`src/hsdc_pkg.sv`:
```
package hsdc_pkg;

    // Bus widths
    localparam int ADDR_W = 10;
    localparam int DATA_W = 8;
    localparam int CNT_W  = 11;     // Queue counts in 2048-byte buffer units
    localparam int PORTS  = 4;
    localparam int MAC_DEPTH = 16;  // Indirect MAC registers per port

    // Size of one queue buffer unit
    localparam int BUF_UNIT_BYTES = 2048;

    // Queue size registers hold the count in steps of eight buffers
    localparam int QREG_SHIFT = 3;

    // Default transmit queue sizes
    localparam logic [CNT_W-1:0] TXQ_SIZE_BASE  = 11'd640;
    localparam logic [CNT_W-1:0] TXQ_SIZE_SMALL = 11'd512;
    localparam logic [CNT_W-1:0] TXQ_SIZE_LARGE = 11'd768;
    // Transmit thresholds, equal in all profiles
    localparam logic [CNT_W-1:0] TXQ_HI_MARK    = 11'd384;
    localparam logic [CNT_W-1:0] TXQ_LO_MARK    = 11'd192;
    // Default receive queue sizes
    localparam logic [CNT_W-1:0] RXQ_SIZE_BASE  = 11'd1408;
    localparam logic [CNT_W-1:0] RXQ_SIZE_LARGE = 11'd1536;
    localparam logic [CNT_W-1:0] RXQ_SIZE_SMALL = 11'd1280;
    // Receive low thresholds
    localparam logic [CNT_W-1:0] RXQ_LO_BASE    = 11'd480;
    localparam logic [CNT_W-1:0] RXQ_LO_WIDE    = 11'd512;
    localparam logic [CNT_W-1:0] RXQ_LO_NARROW  = 11'd384;
    // Receive high thresholds
    localparam logic [CNT_W-1:0] RXQ_HI_BASE    = 11'd960;
    localparam logic [CNT_W-1:0] RXQ_HI_WIDE    = 11'd1024;
    localparam logic [CNT_W-1:0] RXQ_HI_NARROW  = 11'd768;

    // Profile codes
    localparam logic [1:0] PROF_BASE   = 2'h0;
    localparam logic [1:0] PROF_WIDE   = 2'h1;
    localparam logic [1:0] PROF_NARROW = 2'h2;

    // Section bounds of the register space
    localparam logic [ADDR_W-1:0] GLOBAL_END = 10'h03f;
    localparam logic [ADDR_W-1:0] ARB_END    = 10'h07f;
    localparam logic [ADDR_W-1:0] BERT_END   = 10'h0bf;
    localparam logic [ADDR_W-1:0] RSVD_BASE  = 10'h3c0;
    localparam logic [PORTS-1:0][ADDR_W-1:0] SER_BASE = {10'h300, 10'h240, 10'h180, 10'h0c0};
    localparam logic [PORTS-1:0][ADDR_W-1:0] SER_END  = {10'h37f, 10'h2bf, 10'h1ff, 10'h13f};
    localparam logic [PORTS-1:0][ADDR_W-1:0] ETH_BASE = {10'h380, 10'h2c0, 10'h200, 10'h140};
    localparam logic [PORTS-1:0][ADDR_W-1:0] ETH_END  = {10'h3bf, 10'h2ff, 10'h23f, 10'h17f};

    // Own registers inside the global and arbiter sections
    localparam logic [ADDR_W-1:0] STRAP_STAT_OFF = 10'h030;
    localparam logic [ADDR_W-1:0] LATCH_STAT_OFF = 10'h031;
    localparam logic [ADDR_W-1:0] ARB_LAST_OFF   = 10'h047;
    // Indirect MAC access window inside each Ethernet section
    localparam logic [ADDR_W-1:0] MAC_IDX_OFF  = 10'h000;
    localparam logic [ADDR_W-1:0] MAC_DATA_OFF = 10'h001;
    localparam logic [ADDR_W-1:0] MAC_CMD_OFF  = 10'h002;
    localparam int MAC_CMD_WR_BIT = 0;
    localparam int MAC_CMD_RD_BIT = 1;

    // Register space sections
    typedef enum logic [2:0] {SECT_GLOBAL, SECT_ARB, SECT_BERT, SECT_SER, SECT_ETH, SECT_RSVD}
        hsdc_sect_t;

    // Board strap pins
    typedef struct packed {
        logic       strap_config_enable;
        logic [1:0] profile_select;
        logic       reduced_interface_select;
        logic       serial_role_select;
        logic [PORTS-1:0] port_duplex_select;
        logic       laps_encap_enable;
        logic       scrambler_disable;
        logic       bit_order_reverse;
    } hsdc_strap_t;

    // Modes handed to the datapath
    typedef struct packed {
        logic       hw_mode_active;
        logic       rmii_mode;
        logic       serial_is_dce;
        logic [PORTS-1:0] full_duplex;
        logic       laps_enable;
        logic       scrambler_enable;
        logic       lsb_first;
    } hsdc_mode_t;

    // Queue sizes and thresholds of one port
    typedef struct packed {
        logic [CNT_W-1:0] tx_queue_size;
        logic [CNT_W-1:0] tx_queue_high_mark;
        logic [CNT_W-1:0] tx_queue_low_mark;
        logic [CNT_W-1:0] rx_queue_size;
        logic [CNT_W-1:0] rx_queue_high_mark;
        logic [CNT_W-1:0] rx_queue_low_mark;
    } hsdc_qcfg_t;

    // Register port request
    typedef struct packed {
        logic [ADDR_W-1:0] addr;
        logic [DATA_W-1:0] wdata;
        logic              wr;
        logic              rd;
    } hsdc_bus_t;

    // Decoded address
    typedef struct packed {
        hsdc_sect_t        sect;
        logic [1:0]        port;
        logic [ADDR_W-1:0] off;
    } hsdc_dec_t;

endpackage : hsdc_pkg

```
`src/hsdc_top.sv`:
```
// Added by the designer: the address map and strobed register access.
`timescale 1ns/10ps
`default_nettype none

// What this block does
// - Strap high enables hardware mode defaults
// - Two profile straps pick default set
// - Transmit queue sizes per profile and port
// - Transmit high mark 384 on every port
// - Transmit low mark 192 on every port
// - Receive queue sizes per profile and port
// - Receive low marks per profile and port
// - Receive high marks per profile and port
// - Counts are in 2048-byte buffer units
// - Interface strap picks MII or RMII
// - Role strap high DCE, low DTE
// - Duplex strap per port: low half
// - Encapsulation strap high enables LAPS both ways
// - Scrambler strap low enables x43+1 scrambling
// - Bit order strap high sends LSB first
// - Ten address lines, 64-byte sections, serial port sections 128 bytes
// - Decode global, arbiter, BERT, port, reserved ranges
// - MAC registers reached only by indirect access
// - Latched status set by event, read clears
module hsdc_top (
    // Clock and reset
    input  wire logic                    clk,
    input  wire logic                    sys_rst,
    // Board straps, asynchronous
    input  wire hsdc_pkg::hsdc_strap_t   straps,
    // Register port
    input  wire hsdc_pkg::hsdc_bus_t     bus_req,
    output logic [hsdc_pkg::DATA_W-1:0]  bus_rdata,
    // Configuration to the datapath
    output hsdc_pkg::hsdc_mode_t         mode_out,
    output hsdc_pkg::hsdc_qcfg_t [hsdc_pkg::PORTS-1:0] qcfg_out
);

    // Whole state of the block
    typedef struct packed {
        hsdc_pkg::hsdc_strap_t sync1;     // First synchroniser stage
        hsdc_pkg::hsdc_strap_t sync2;     // Second synchroniser stage
        hsdc_pkg::hsdc_strap_t cap;       // Straps caught during reset
        hsdc_pkg::hsdc_mode_t  mode;      // Decoded modes
        hsdc_pkg::hsdc_qcfg_t [hsdc_pkg::PORTS-1:0] q;  // Queue setup
        logic [hsdc_pkg::DATA_W-1:0] rdata;             // Read answer
        logic                  chg_seen;  // Strap moved after reset
        logic                  bad_seen;  // Access to a reserved spot
        logic [hsdc_pkg::PORTS-1:0][3:0] mac_idx;       // Indirect index
        logic [hsdc_pkg::PORTS-1:0][hsdc_pkg::DATA_W-1:0] mac_data;
        logic [hsdc_pkg::PORTS-1:0][hsdc_pkg::MAC_DEPTH-1:0][hsdc_pkg::DATA_W-1:0] mac;
    } hsdc_st_t;

    hsdc_st_t st_ff;                      // Registered state
    hsdc_st_t nxt_st;                     // Next state

    // Defaults of one port under one profile
    function automatic hsdc_pkg::hsdc_qcfg_t hsdc_default(input logic [1:0] prof,
                                                          input logic [1:0] port);
        hsdc_pkg::hsdc_qcfg_t c;
        c.tx_queue_high_mark = hsdc_pkg::TXQ_HI_MARK;
        c.tx_queue_low_mark  = hsdc_pkg::TXQ_LO_MARK;
        c.tx_queue_size      = hsdc_pkg::TXQ_SIZE_BASE;
        c.rx_queue_size      = hsdc_pkg::RXQ_SIZE_BASE;
        c.rx_queue_low_mark  = hsdc_pkg::RXQ_LO_BASE;
        c.rx_queue_high_mark = hsdc_pkg::RXQ_HI_BASE;
        // Unused code 11 falls back to the base profile
        if (prof == hsdc_pkg::PROF_WIDE) begin
            c.rx_queue_low_mark  = hsdc_pkg::RXQ_LO_WIDE;
            c.rx_queue_high_mark = hsdc_pkg::RXQ_HI_WIDE;
            if (port != 2'h3) begin
                c.tx_queue_size = hsdc_pkg::TXQ_SIZE_SMALL;
                c.rx_queue_size = hsdc_pkg::RXQ_SIZE_LARGE;
            end
        end else if (prof == hsdc_pkg::PROF_NARROW) begin
            if (port < 2'h2) begin
                c.tx_queue_size      = hsdc_pkg::TXQ_SIZE_LARGE;
                c.rx_queue_size      = hsdc_pkg::RXQ_SIZE_SMALL;
                c.rx_queue_low_mark  = hsdc_pkg::RXQ_LO_NARROW;
                c.rx_queue_high_mark = hsdc_pkg::RXQ_HI_NARROW;
            end
        end
        return c;
    endfunction : hsdc_default

    // Sort an address into its section and offset
    function automatic hsdc_pkg::hsdc_dec_t hsdc_decode(input logic [hsdc_pkg::ADDR_W-1:0] a);
        hsdc_pkg::hsdc_dec_t d;
        d.sect = hsdc_pkg::SECT_RSVD;
        d.port = 2'h0;
        d.off  = a;
        if (a <= hsdc_pkg::GLOBAL_END) begin
            d.sect = hsdc_pkg::SECT_GLOBAL;
        end else if (a <= hsdc_pkg::ARB_END) begin
            d.sect = hsdc_pkg::SECT_ARB;
        end else if (a <= hsdc_pkg::BERT_END) begin
            d.sect = hsdc_pkg::SECT_BERT;
        end else if (a < hsdc_pkg::RSVD_BASE) begin
            for (int p = 0; p < hsdc_pkg::PORTS; p++) begin
                if (a >= hsdc_pkg::SER_BASE[p] && a <= hsdc_pkg::SER_END[p]) begin
                    d.sect = hsdc_pkg::SECT_SER;
                    d.port = p[1:0];
                    d.off  = a - hsdc_pkg::SER_BASE[p];
                end
                if (a >= hsdc_pkg::ETH_BASE[p] && a <= hsdc_pkg::ETH_END[p]) begin
                    d.sect = hsdc_pkg::SECT_ETH;
                    d.port = p[1:0];
                    d.off  = a - hsdc_pkg::ETH_BASE[p];
                end
            end
        end
        return d;
    endfunction : hsdc_decode

    // Decoded request and event terms
    hsdc_pkg::hsdc_dec_t dec;             // Current address, decoded
    logic                acc;             // Any access this cycle
    logic                bad_acc;         // Access into a reserved spot
    logic                latch_rd;        // Read of the latched status
    logic [hsdc_pkg::DATA_W-1:0] rd_val;  // Value a read returns

    // Address decode and read mux
    always_comb begin
        dec      = hsdc_decode(bus_req.addr);
        acc      = bus_req.wr | bus_req.rd;
        bad_acc  = 1'b0;
        rd_val   = '0;
        latch_rd = bus_req.rd && dec.sect == hsdc_pkg::SECT_GLOBAL
                   && dec.off == hsdc_pkg::LATCH_STAT_OFF;
        unique case (dec.sect)
            hsdc_pkg::SECT_GLOBAL: begin
                // Strap view, then latched events
                if (dec.off == hsdc_pkg::STRAP_STAT_OFF) begin
                    rd_val = {st_ff.mode.hw_mode_active, st_ff.cap.profile_select,
                              st_ff.mode.rmii_mode, st_ff.mode.serial_is_dce,
                              st_ff.mode.laps_enable, st_ff.mode.scrambler_enable,
                              st_ff.mode.lsb_first};
                end else if (dec.off == hsdc_pkg::LATCH_STAT_OFF) begin
                    rd_val = {6'h00, st_ff.bad_seen, st_ff.chg_seen};
                end else begin
                    bad_acc = acc;
                end
            end
            hsdc_pkg::SECT_ARB: begin
                // Even offsets receive, odd transmit, two per port
                if (dec.off <= hsdc_pkg::ARB_LAST_OFF) begin
                    if (dec.off[0]) begin
                        rd_val = st_ff.q[dec.off[2:1]].tx_queue_size[hsdc_pkg::CNT_W-1:hsdc_pkg::QREG_SHIFT];
                    end else begin
                        rd_val = st_ff.q[dec.off[2:1]].rx_queue_size[hsdc_pkg::CNT_W-1:hsdc_pkg::QREG_SHIFT];
                    end
                end else begin
                    bad_acc = acc;
                end
            end
            hsdc_pkg::SECT_BERT, hsdc_pkg::SECT_SER: begin
                // Served by other blocks; reads zero here
                rd_val = '0;
            end
            hsdc_pkg::SECT_ETH: begin
                // Only the indirect window is visible
                if (dec.off == hsdc_pkg::MAC_IDX_OFF) begin
                    rd_val = {4'h0, st_ff.mac_idx[dec.port]};
                end else if (dec.off == hsdc_pkg::MAC_DATA_OFF) begin
                    rd_val = st_ff.mac_data[dec.port];
                end else if (dec.off != hsdc_pkg::MAC_CMD_OFF) begin
                    bad_acc = acc;
                end
            end
            hsdc_pkg::SECT_RSVD: begin
                bad_acc = acc;
            end
        endcase
    end

    // Next state
    always_comb begin
        nxt_st       = st_ff;
        nxt_st.sync1 = straps;
        nxt_st.sync2 = st_ff.sync1;
        nxt_st.rdata = '0;
        // Modes follow the caught straps, off outside hardware mode
        nxt_st.mode.hw_mode_active   = st_ff.cap.strap_config_enable;
        nxt_st.mode.rmii_mode        = st_ff.cap.strap_config_enable
                                       & st_ff.cap.reduced_interface_select;
        nxt_st.mode.serial_is_dce    = st_ff.cap.strap_config_enable
                                       & st_ff.cap.serial_role_select;
        nxt_st.mode.full_duplex      = st_ff.cap.strap_config_enable
                                       ? st_ff.cap.port_duplex_select : '0;
        nxt_st.mode.laps_enable      = st_ff.cap.strap_config_enable
                                       & st_ff.cap.laps_encap_enable;
        nxt_st.mode.scrambler_enable = st_ff.cap.strap_config_enable
                                       & ~st_ff.cap.scrambler_disable;
        nxt_st.mode.lsb_first        = st_ff.cap.strap_config_enable
                                       & st_ff.cap.bit_order_reverse;
        if (sys_rst) begin
            // Catch straps and load defaults while reset lasts
            nxt_st.cap      = st_ff.sync2;
            nxt_st.mode     = '0;
            nxt_st.chg_seen = 1'b0;
            nxt_st.bad_seen = 1'b0;
            nxt_st.mac_idx  = '0;
            nxt_st.mac_data = '0;
            nxt_st.mac      = '0;
            for (int p = 0; p < hsdc_pkg::PORTS; p++) begin
                // Software mode starts from empty queues
                nxt_st.q[p] = st_ff.sync2.strap_config_enable
                              ? hsdc_default(st_ff.sync2.profile_select, p[1:0])
                              : '0;
            end
        end else begin
            // Set wins over the clearing read
            nxt_st.chg_seen = (st_ff.chg_seen & ~latch_rd)
                              | (st_ff.sync2 != st_ff.cap);
            nxt_st.bad_seen = (st_ff.bad_seen & ~latch_rd) | bad_acc;
            if (bus_req.rd) begin
                nxt_st.rdata = rd_val;
            end
            if (bus_req.wr) begin
                // Reserved spots drop writes; the access still sets bad_seen
                if (dec.sect == hsdc_pkg::SECT_ARB && dec.off <= hsdc_pkg::ARB_LAST_OFF) begin
                    if (dec.off[0]) begin
                        nxt_st.q[dec.off[2:1]].tx_queue_size = {bus_req.wdata, 3'h0};
                    end else begin
                        nxt_st.q[dec.off[2:1]].rx_queue_size = {bus_req.wdata, 3'h0};
                    end
                end
                if (dec.sect == hsdc_pkg::SECT_ETH) begin
                    // MAC array reached through index, data and command
                    if (dec.off == hsdc_pkg::MAC_IDX_OFF) begin
                        nxt_st.mac_idx[dec.port] = bus_req.wdata[3:0];
                    end else if (dec.off == hsdc_pkg::MAC_DATA_OFF) begin
                        nxt_st.mac_data[dec.port] = bus_req.wdata;
                    end else if (dec.off == hsdc_pkg::MAC_CMD_OFF) begin
                        // Write takes priority when both bits are set
                        if (bus_req.wdata[hsdc_pkg::MAC_CMD_WR_BIT]) begin
                            nxt_st.mac[dec.port][st_ff.mac_idx[dec.port]] =
                                st_ff.mac_data[dec.port];
                        end else if (bus_req.wdata[hsdc_pkg::MAC_CMD_RD_BIT]) begin
                            nxt_st.mac_data[dec.port] =
                                st_ff.mac[dec.port][st_ff.mac_idx[dec.port]];
                        end
                    end
                end
            end
        end
    end

    // State register; reset is handled in the next-state logic
    always_ff @(posedge clk) begin
        st_ff <= nxt_st;
    end

    // Outputs straight from flip-flops
    assign bus_rdata = st_ff.rdata;
    assign mode_out  = st_ff.mode;

    // Per-port queue outputs
    genvar gp;
    generate
        for (gp = 0; gp < hsdc_pkg::PORTS; gp++) begin : g_port
            assign qcfg_out[gp] = st_ff.q[gp];
        end
    endgenerate

endmodule : hsdc_top

`default_nettype wire

```
`config.mk`:
```
export PLATFORM = sky130hd
export DESIGN_NAME = hsdc_top
export DESIGN_NICKNAME = d
export VERILOG_FILES = /design/src/hsdc_pkg.sv /design/src/hsdc_top.sv
export SDC_FILE = /design/constraint.sdc
export NUM_CORES = 2
export LEC_CHECK = 0
export ABC_CLOCK_PERIOD_IN_PS = 6250
export BUFFER_PORTS_ARGS = -buffer_cell sky130_fd_sc_hd__buf_2
export CORE_MARGIN = 2
export CORE_UTILIZATION = 35
export DETAILED_ROUTE_END_ITERATION = 6
export PLACE_DENSITY_LB_ADDON = 0.15
export SYNTH_ARGS = -nofsm -noshare
export SYNTH_HDL_FRONTEND = slang
export SYNTH_SLANG_ARGS = --single-unit
```
`constraint.sdc`:
```
create_clock -name clk -period 6.25 [get_ports clk]
set_clock_uncertainty 0.15 [all_clocks]
set_input_delay 0.9375 -clock clk [delete_from_list [all_inputs] [get_ports clk]]
set_output_delay 0.9375 -clock clk [all_outputs]
set_load 0.1 [all_outputs]
```
==> flow_metrics.tcl <==
set metrics [dict create \
    clk_latency_ps 670 \
    grtUsageMet1 0.350 \
    pwr_density_cell_nw_per_um2 296 \
    fp.dieArea_um2 100000 \
    worstSetupStartpoint "bus_req[19]" \
    synth_edf_count 104 \
    dp_hpwl_mm 87.7 \
    tightest_slew_ps 1320 \
    synthTopCellsByArea "dfxtp_1 (35%), edfxtp_1 (9.1%), a211oi_1 (7.5%)" \
    fill_cells 9785 \
    cts_num_sinks 708 \
    cp_max_fo 13 \
    ant_nets 0 \
    maxCapViolCount 0 \
    design.core.area_um2 96700 \
    ff2ff_setup_slack_ps 2420 \
    worstPathRequired_ps 6680 \
    fp.dieW_um 317 \
    ys.flop_type "dfxtp_1" \
    slew_headroom 0.122 \
    layout_setup_ws_ps 804 \
    status "complete, no violations" \
    drv_slew 0 \
    netlist_area_um2 34200 \
    antennaDiodeCount 0 \
    cts_hold_buffers 0 \
    max_freq_mhz 184 \
    grt.total_usage 0.256 \
    top_usage_layer "met2" \
    cp-endpoint "st_ff[529]$_SDFFE_PP0P_" \
    cts_buffers 82 \
    vias 29200 \
    drcViolationCount 0 \
    setup_tns_ps 0 \
    syn2layout_area_growth_pct 11.6 \
    pre_cts_slack_ps 307 \
    first_iter_violations 3188 \
    io_pins 316 \
    p_leak_nw 13.2 \
    cp.arrival_ps 5870 \
    finalHoldViolCount 0 \
    async_reset_ff_frac 0 \
    grt_max_degree 215 \
    synth_cell_type_count 91 \
    synth_largest_area_cell "dfxtp_1" \
    grt-ovfl-total 0 \
    grt_pass1_wl_mm 192 \
    clockBufferDepth 3 \
    post_cts_buffers 0 \
    antenna_found_initial 3 \
    nets 3942 \
    root_buffer "clkbuf_16" \
    startpoint_type "primary input" \
    die_y_um 317 \
    reg2reg_from "st_ff[544]$_SDFFE_PP0P_" \
    finalWirelength_mm 132 \
    hold_class "flop to flop" \
    ys_ff_latch 708 \
    yosys_warnings 0 \
    drive_above_1_share 0.161 \
    reg2reg_to "st_ff[529]$_SDFFE_PP0P_" \
    cts_tree "done" \
    rsz0062_at_grt "no" \
    cts.clk_slew.worst_paths_ps 60 \
    peakVddDrop_mv 0.188 \
    rows 114 \
    syn_inst 3918 \
    ctsResizeCount 0 \
    grtUsageMet2 0.406 \
    worstSetupEndpointType "flop" \
    holdWs_ps 175 \
    port_buffers 195 \
    grt_use_met3 0.0398 \
    period_needed_ps 5450 \
    synth_top_cell_area_share 0.354 \
    yosysSeqAreaShare 0.445 \
    avgViaCountPerCell 5.58 \
    r2r_cells 9 \
    drt_pass1_iterations 6 \
    cts_max_level 3 \
    worst-setup-path-type "primary input to flop" \
    grt_pass1_vias 27500 \
    initial_utilization 0.354 \
    wire_per_inst_um 25.2 \
    syn_area_per_cell_um2 8.73 \
    setup_viol 0 \
    timing.final.crit_share 0.871 \
    place_congestion 0.912 \
]
layer usage:
layer | vias up | routed length (um)
met3 | 222 | 9100
met2 | 1125 | 60300
li1 | 13700 | -
met1 | 14200 | 57600
met4 | 4 | 4670
met5 | - | 23
worst min path at each step:
stage | start | endpoint | slack [ps] | cells past startpoint
floorplan | nxt_st[856]$_DFF_P_ | st_ff[856]$_DFF_P_ | 160 | 0
global placement | nxt_st[859]$_DFF_P_ | st_ff[859]$_DFF_P_ | 160 | 0
detailed placement | nxt_st[857]$_DFF_P_ | st_ff[857]$_DFF_P_ | 160 | 0
CTS | nxt_st[859]$_DFF_P_ | st_ff[859]$_DFF_P_ | 170 | 0
global route | nxt_st[857]$_DFF_P_ | st_ff[857]$_DFF_P_ | 180 | 0
finish | nxt_st[867]$_DFF_P_ | st_ff[867]$_DFF_P_ | 180 | 0
stage by stage:
| step | total power [W] | std cells | instance area [um2] | util |
|---|---|---|---|---|
| floorplan | 0.00619 | 4037 | 34600 | - |
| global placement | 0.00656 | 5084 | 35500 | 0.367 |
| detailed placement | 0.00656 | 5084 | 35500 | 0.367 |
| CTS | 0.0114 | 5229 | 38200 | 0.395 |
| global route | 0.0116 | 5229 | 38200 | 0.395 |
| finish | 0.0113 | 5229 | 38200 | 0.395 |
flip-flops by register name (all words and copies together) (netlist names):
signal,count
qcfg_out,92
st_ff,586
nxt_st,12
mode_out,10
bus_rdata,8
cells by family (layout without fill, tap and decap cells):
family                   count (synthesis)  after routing  share of synthesized area
buffers and inverters                  628            544                      0.103
flip-flops                             708            708                      0.445
AO/OA/AOI/OAI                         1074           1074                      0.213
AND/OR/NAND/NOR                       1308           1308                      0.173
adder cells (fa/ha/maj)                 16             16                    0.00585
multiplexers                           166            166                     0.0550
XOR/XNOR                                17             17                    0.00457
other                                    1            120                   0.000110
report_power, final:
part	internal, W	switching (W)
clock network	0.00281	0.00202
registers	0.00468	0.0000359
logic	0.000336	0.00143
worst max-delay path, stage by stage:
cell and delay (ps):
buf_2 110, clkinv_1 280, ha_1 410, a41oi_1 600
o22ai_4 160, buf_4 220, o31ai_4 490, buf_4 270
and2_0 480, nor2_2 170, buf_4 250, a21oi_1 230
nor3_1 130, nor4_2 650, a32oi_1 190, a211oi_1 260
placed cells by master, fill, tap and decap left out, types with 21 or more instances in the layout:
cell,netlist,routed
a21oi_1,248,248
mux2i_1,135,135
buf_4,286,157
inv_1,25,24
a31oi_1,32,31
nor3_1,66,63
nor2_2,31,32
nor2_4,20,22
buf_12,0,21
o22a_1,23,23
o221ai_1,46,46
nand4_1,22,22
o21ai_0,130,130
o22ai_1,87,87
edfxtp_1,104,104
conb_1,1,120
and3_1,28,28
buf_2,80,194
a211oi_1,341,341
o211ai_1,27,27
nand2_1,372,369
dfxtp_1,604,604
and2_1,36,28
clkbuf_1,209,23
nand3_1,79,77
clkbuf_16,0,85
nor2_1,569,566
cell type report:
cell class                 count  area, um2  area share
tap                         1276       1600      0.0418
clock inverter                21        230     0.00603
timing repair buffer         373       2580      0.0677
sequential                   708      15200       0.399
inverter                      26       97.6     0.00256
clock buffer                 124       2430      0.0636
multi-input combinational   2701      16000       0.420
Yosys cell counts, types with 8 or more instances:
| cell type | number |
|---|---|
| nand2_1 | 372 |
| ha_1 | 16 |
| nor4_2 | 11 |
| nor2_2 | 31 |
| o21ai_0 | 130 |
| nor2_4 | 20 |
| buf_4 | 286 |
| nand3_1 | 79 |
| or3_1 | 20 |
| a22oi_1 | 13 |
| inv_1 | 25 |
| o221ai_1 | 46 |
| o21a_1 | 9 |
| dfxtp_1 | 604 |
| buf_2 | 80 |
| o22a_1 | 23 |
| clkbuf_1 | 209 |
| mux4_2 | 16 |
| nand4_1 | 22 |
| mux2i_1 | 135 |
| o22ai_1 | 87 |
| buf_1 | 27 |
| mux2_2 | 15 |
| a21oi_1 | 248 |
| edfxtp_1 | 104 |
| o211ai_1 | 27 |
| and2_1 | 36 |
| o21ai_1 | 10 |
| nor3_1 | 66 |
| a211oi_1 | 341 |
| xnor2_1 | 15 |
| a211o_1 | 8 |
| a31oi_1 | 32 |
| and3_1 | 28 |
| a222oi_1 | 8 |
| nor2_1 | 569 |
Power figures use the tool's default switching activity.
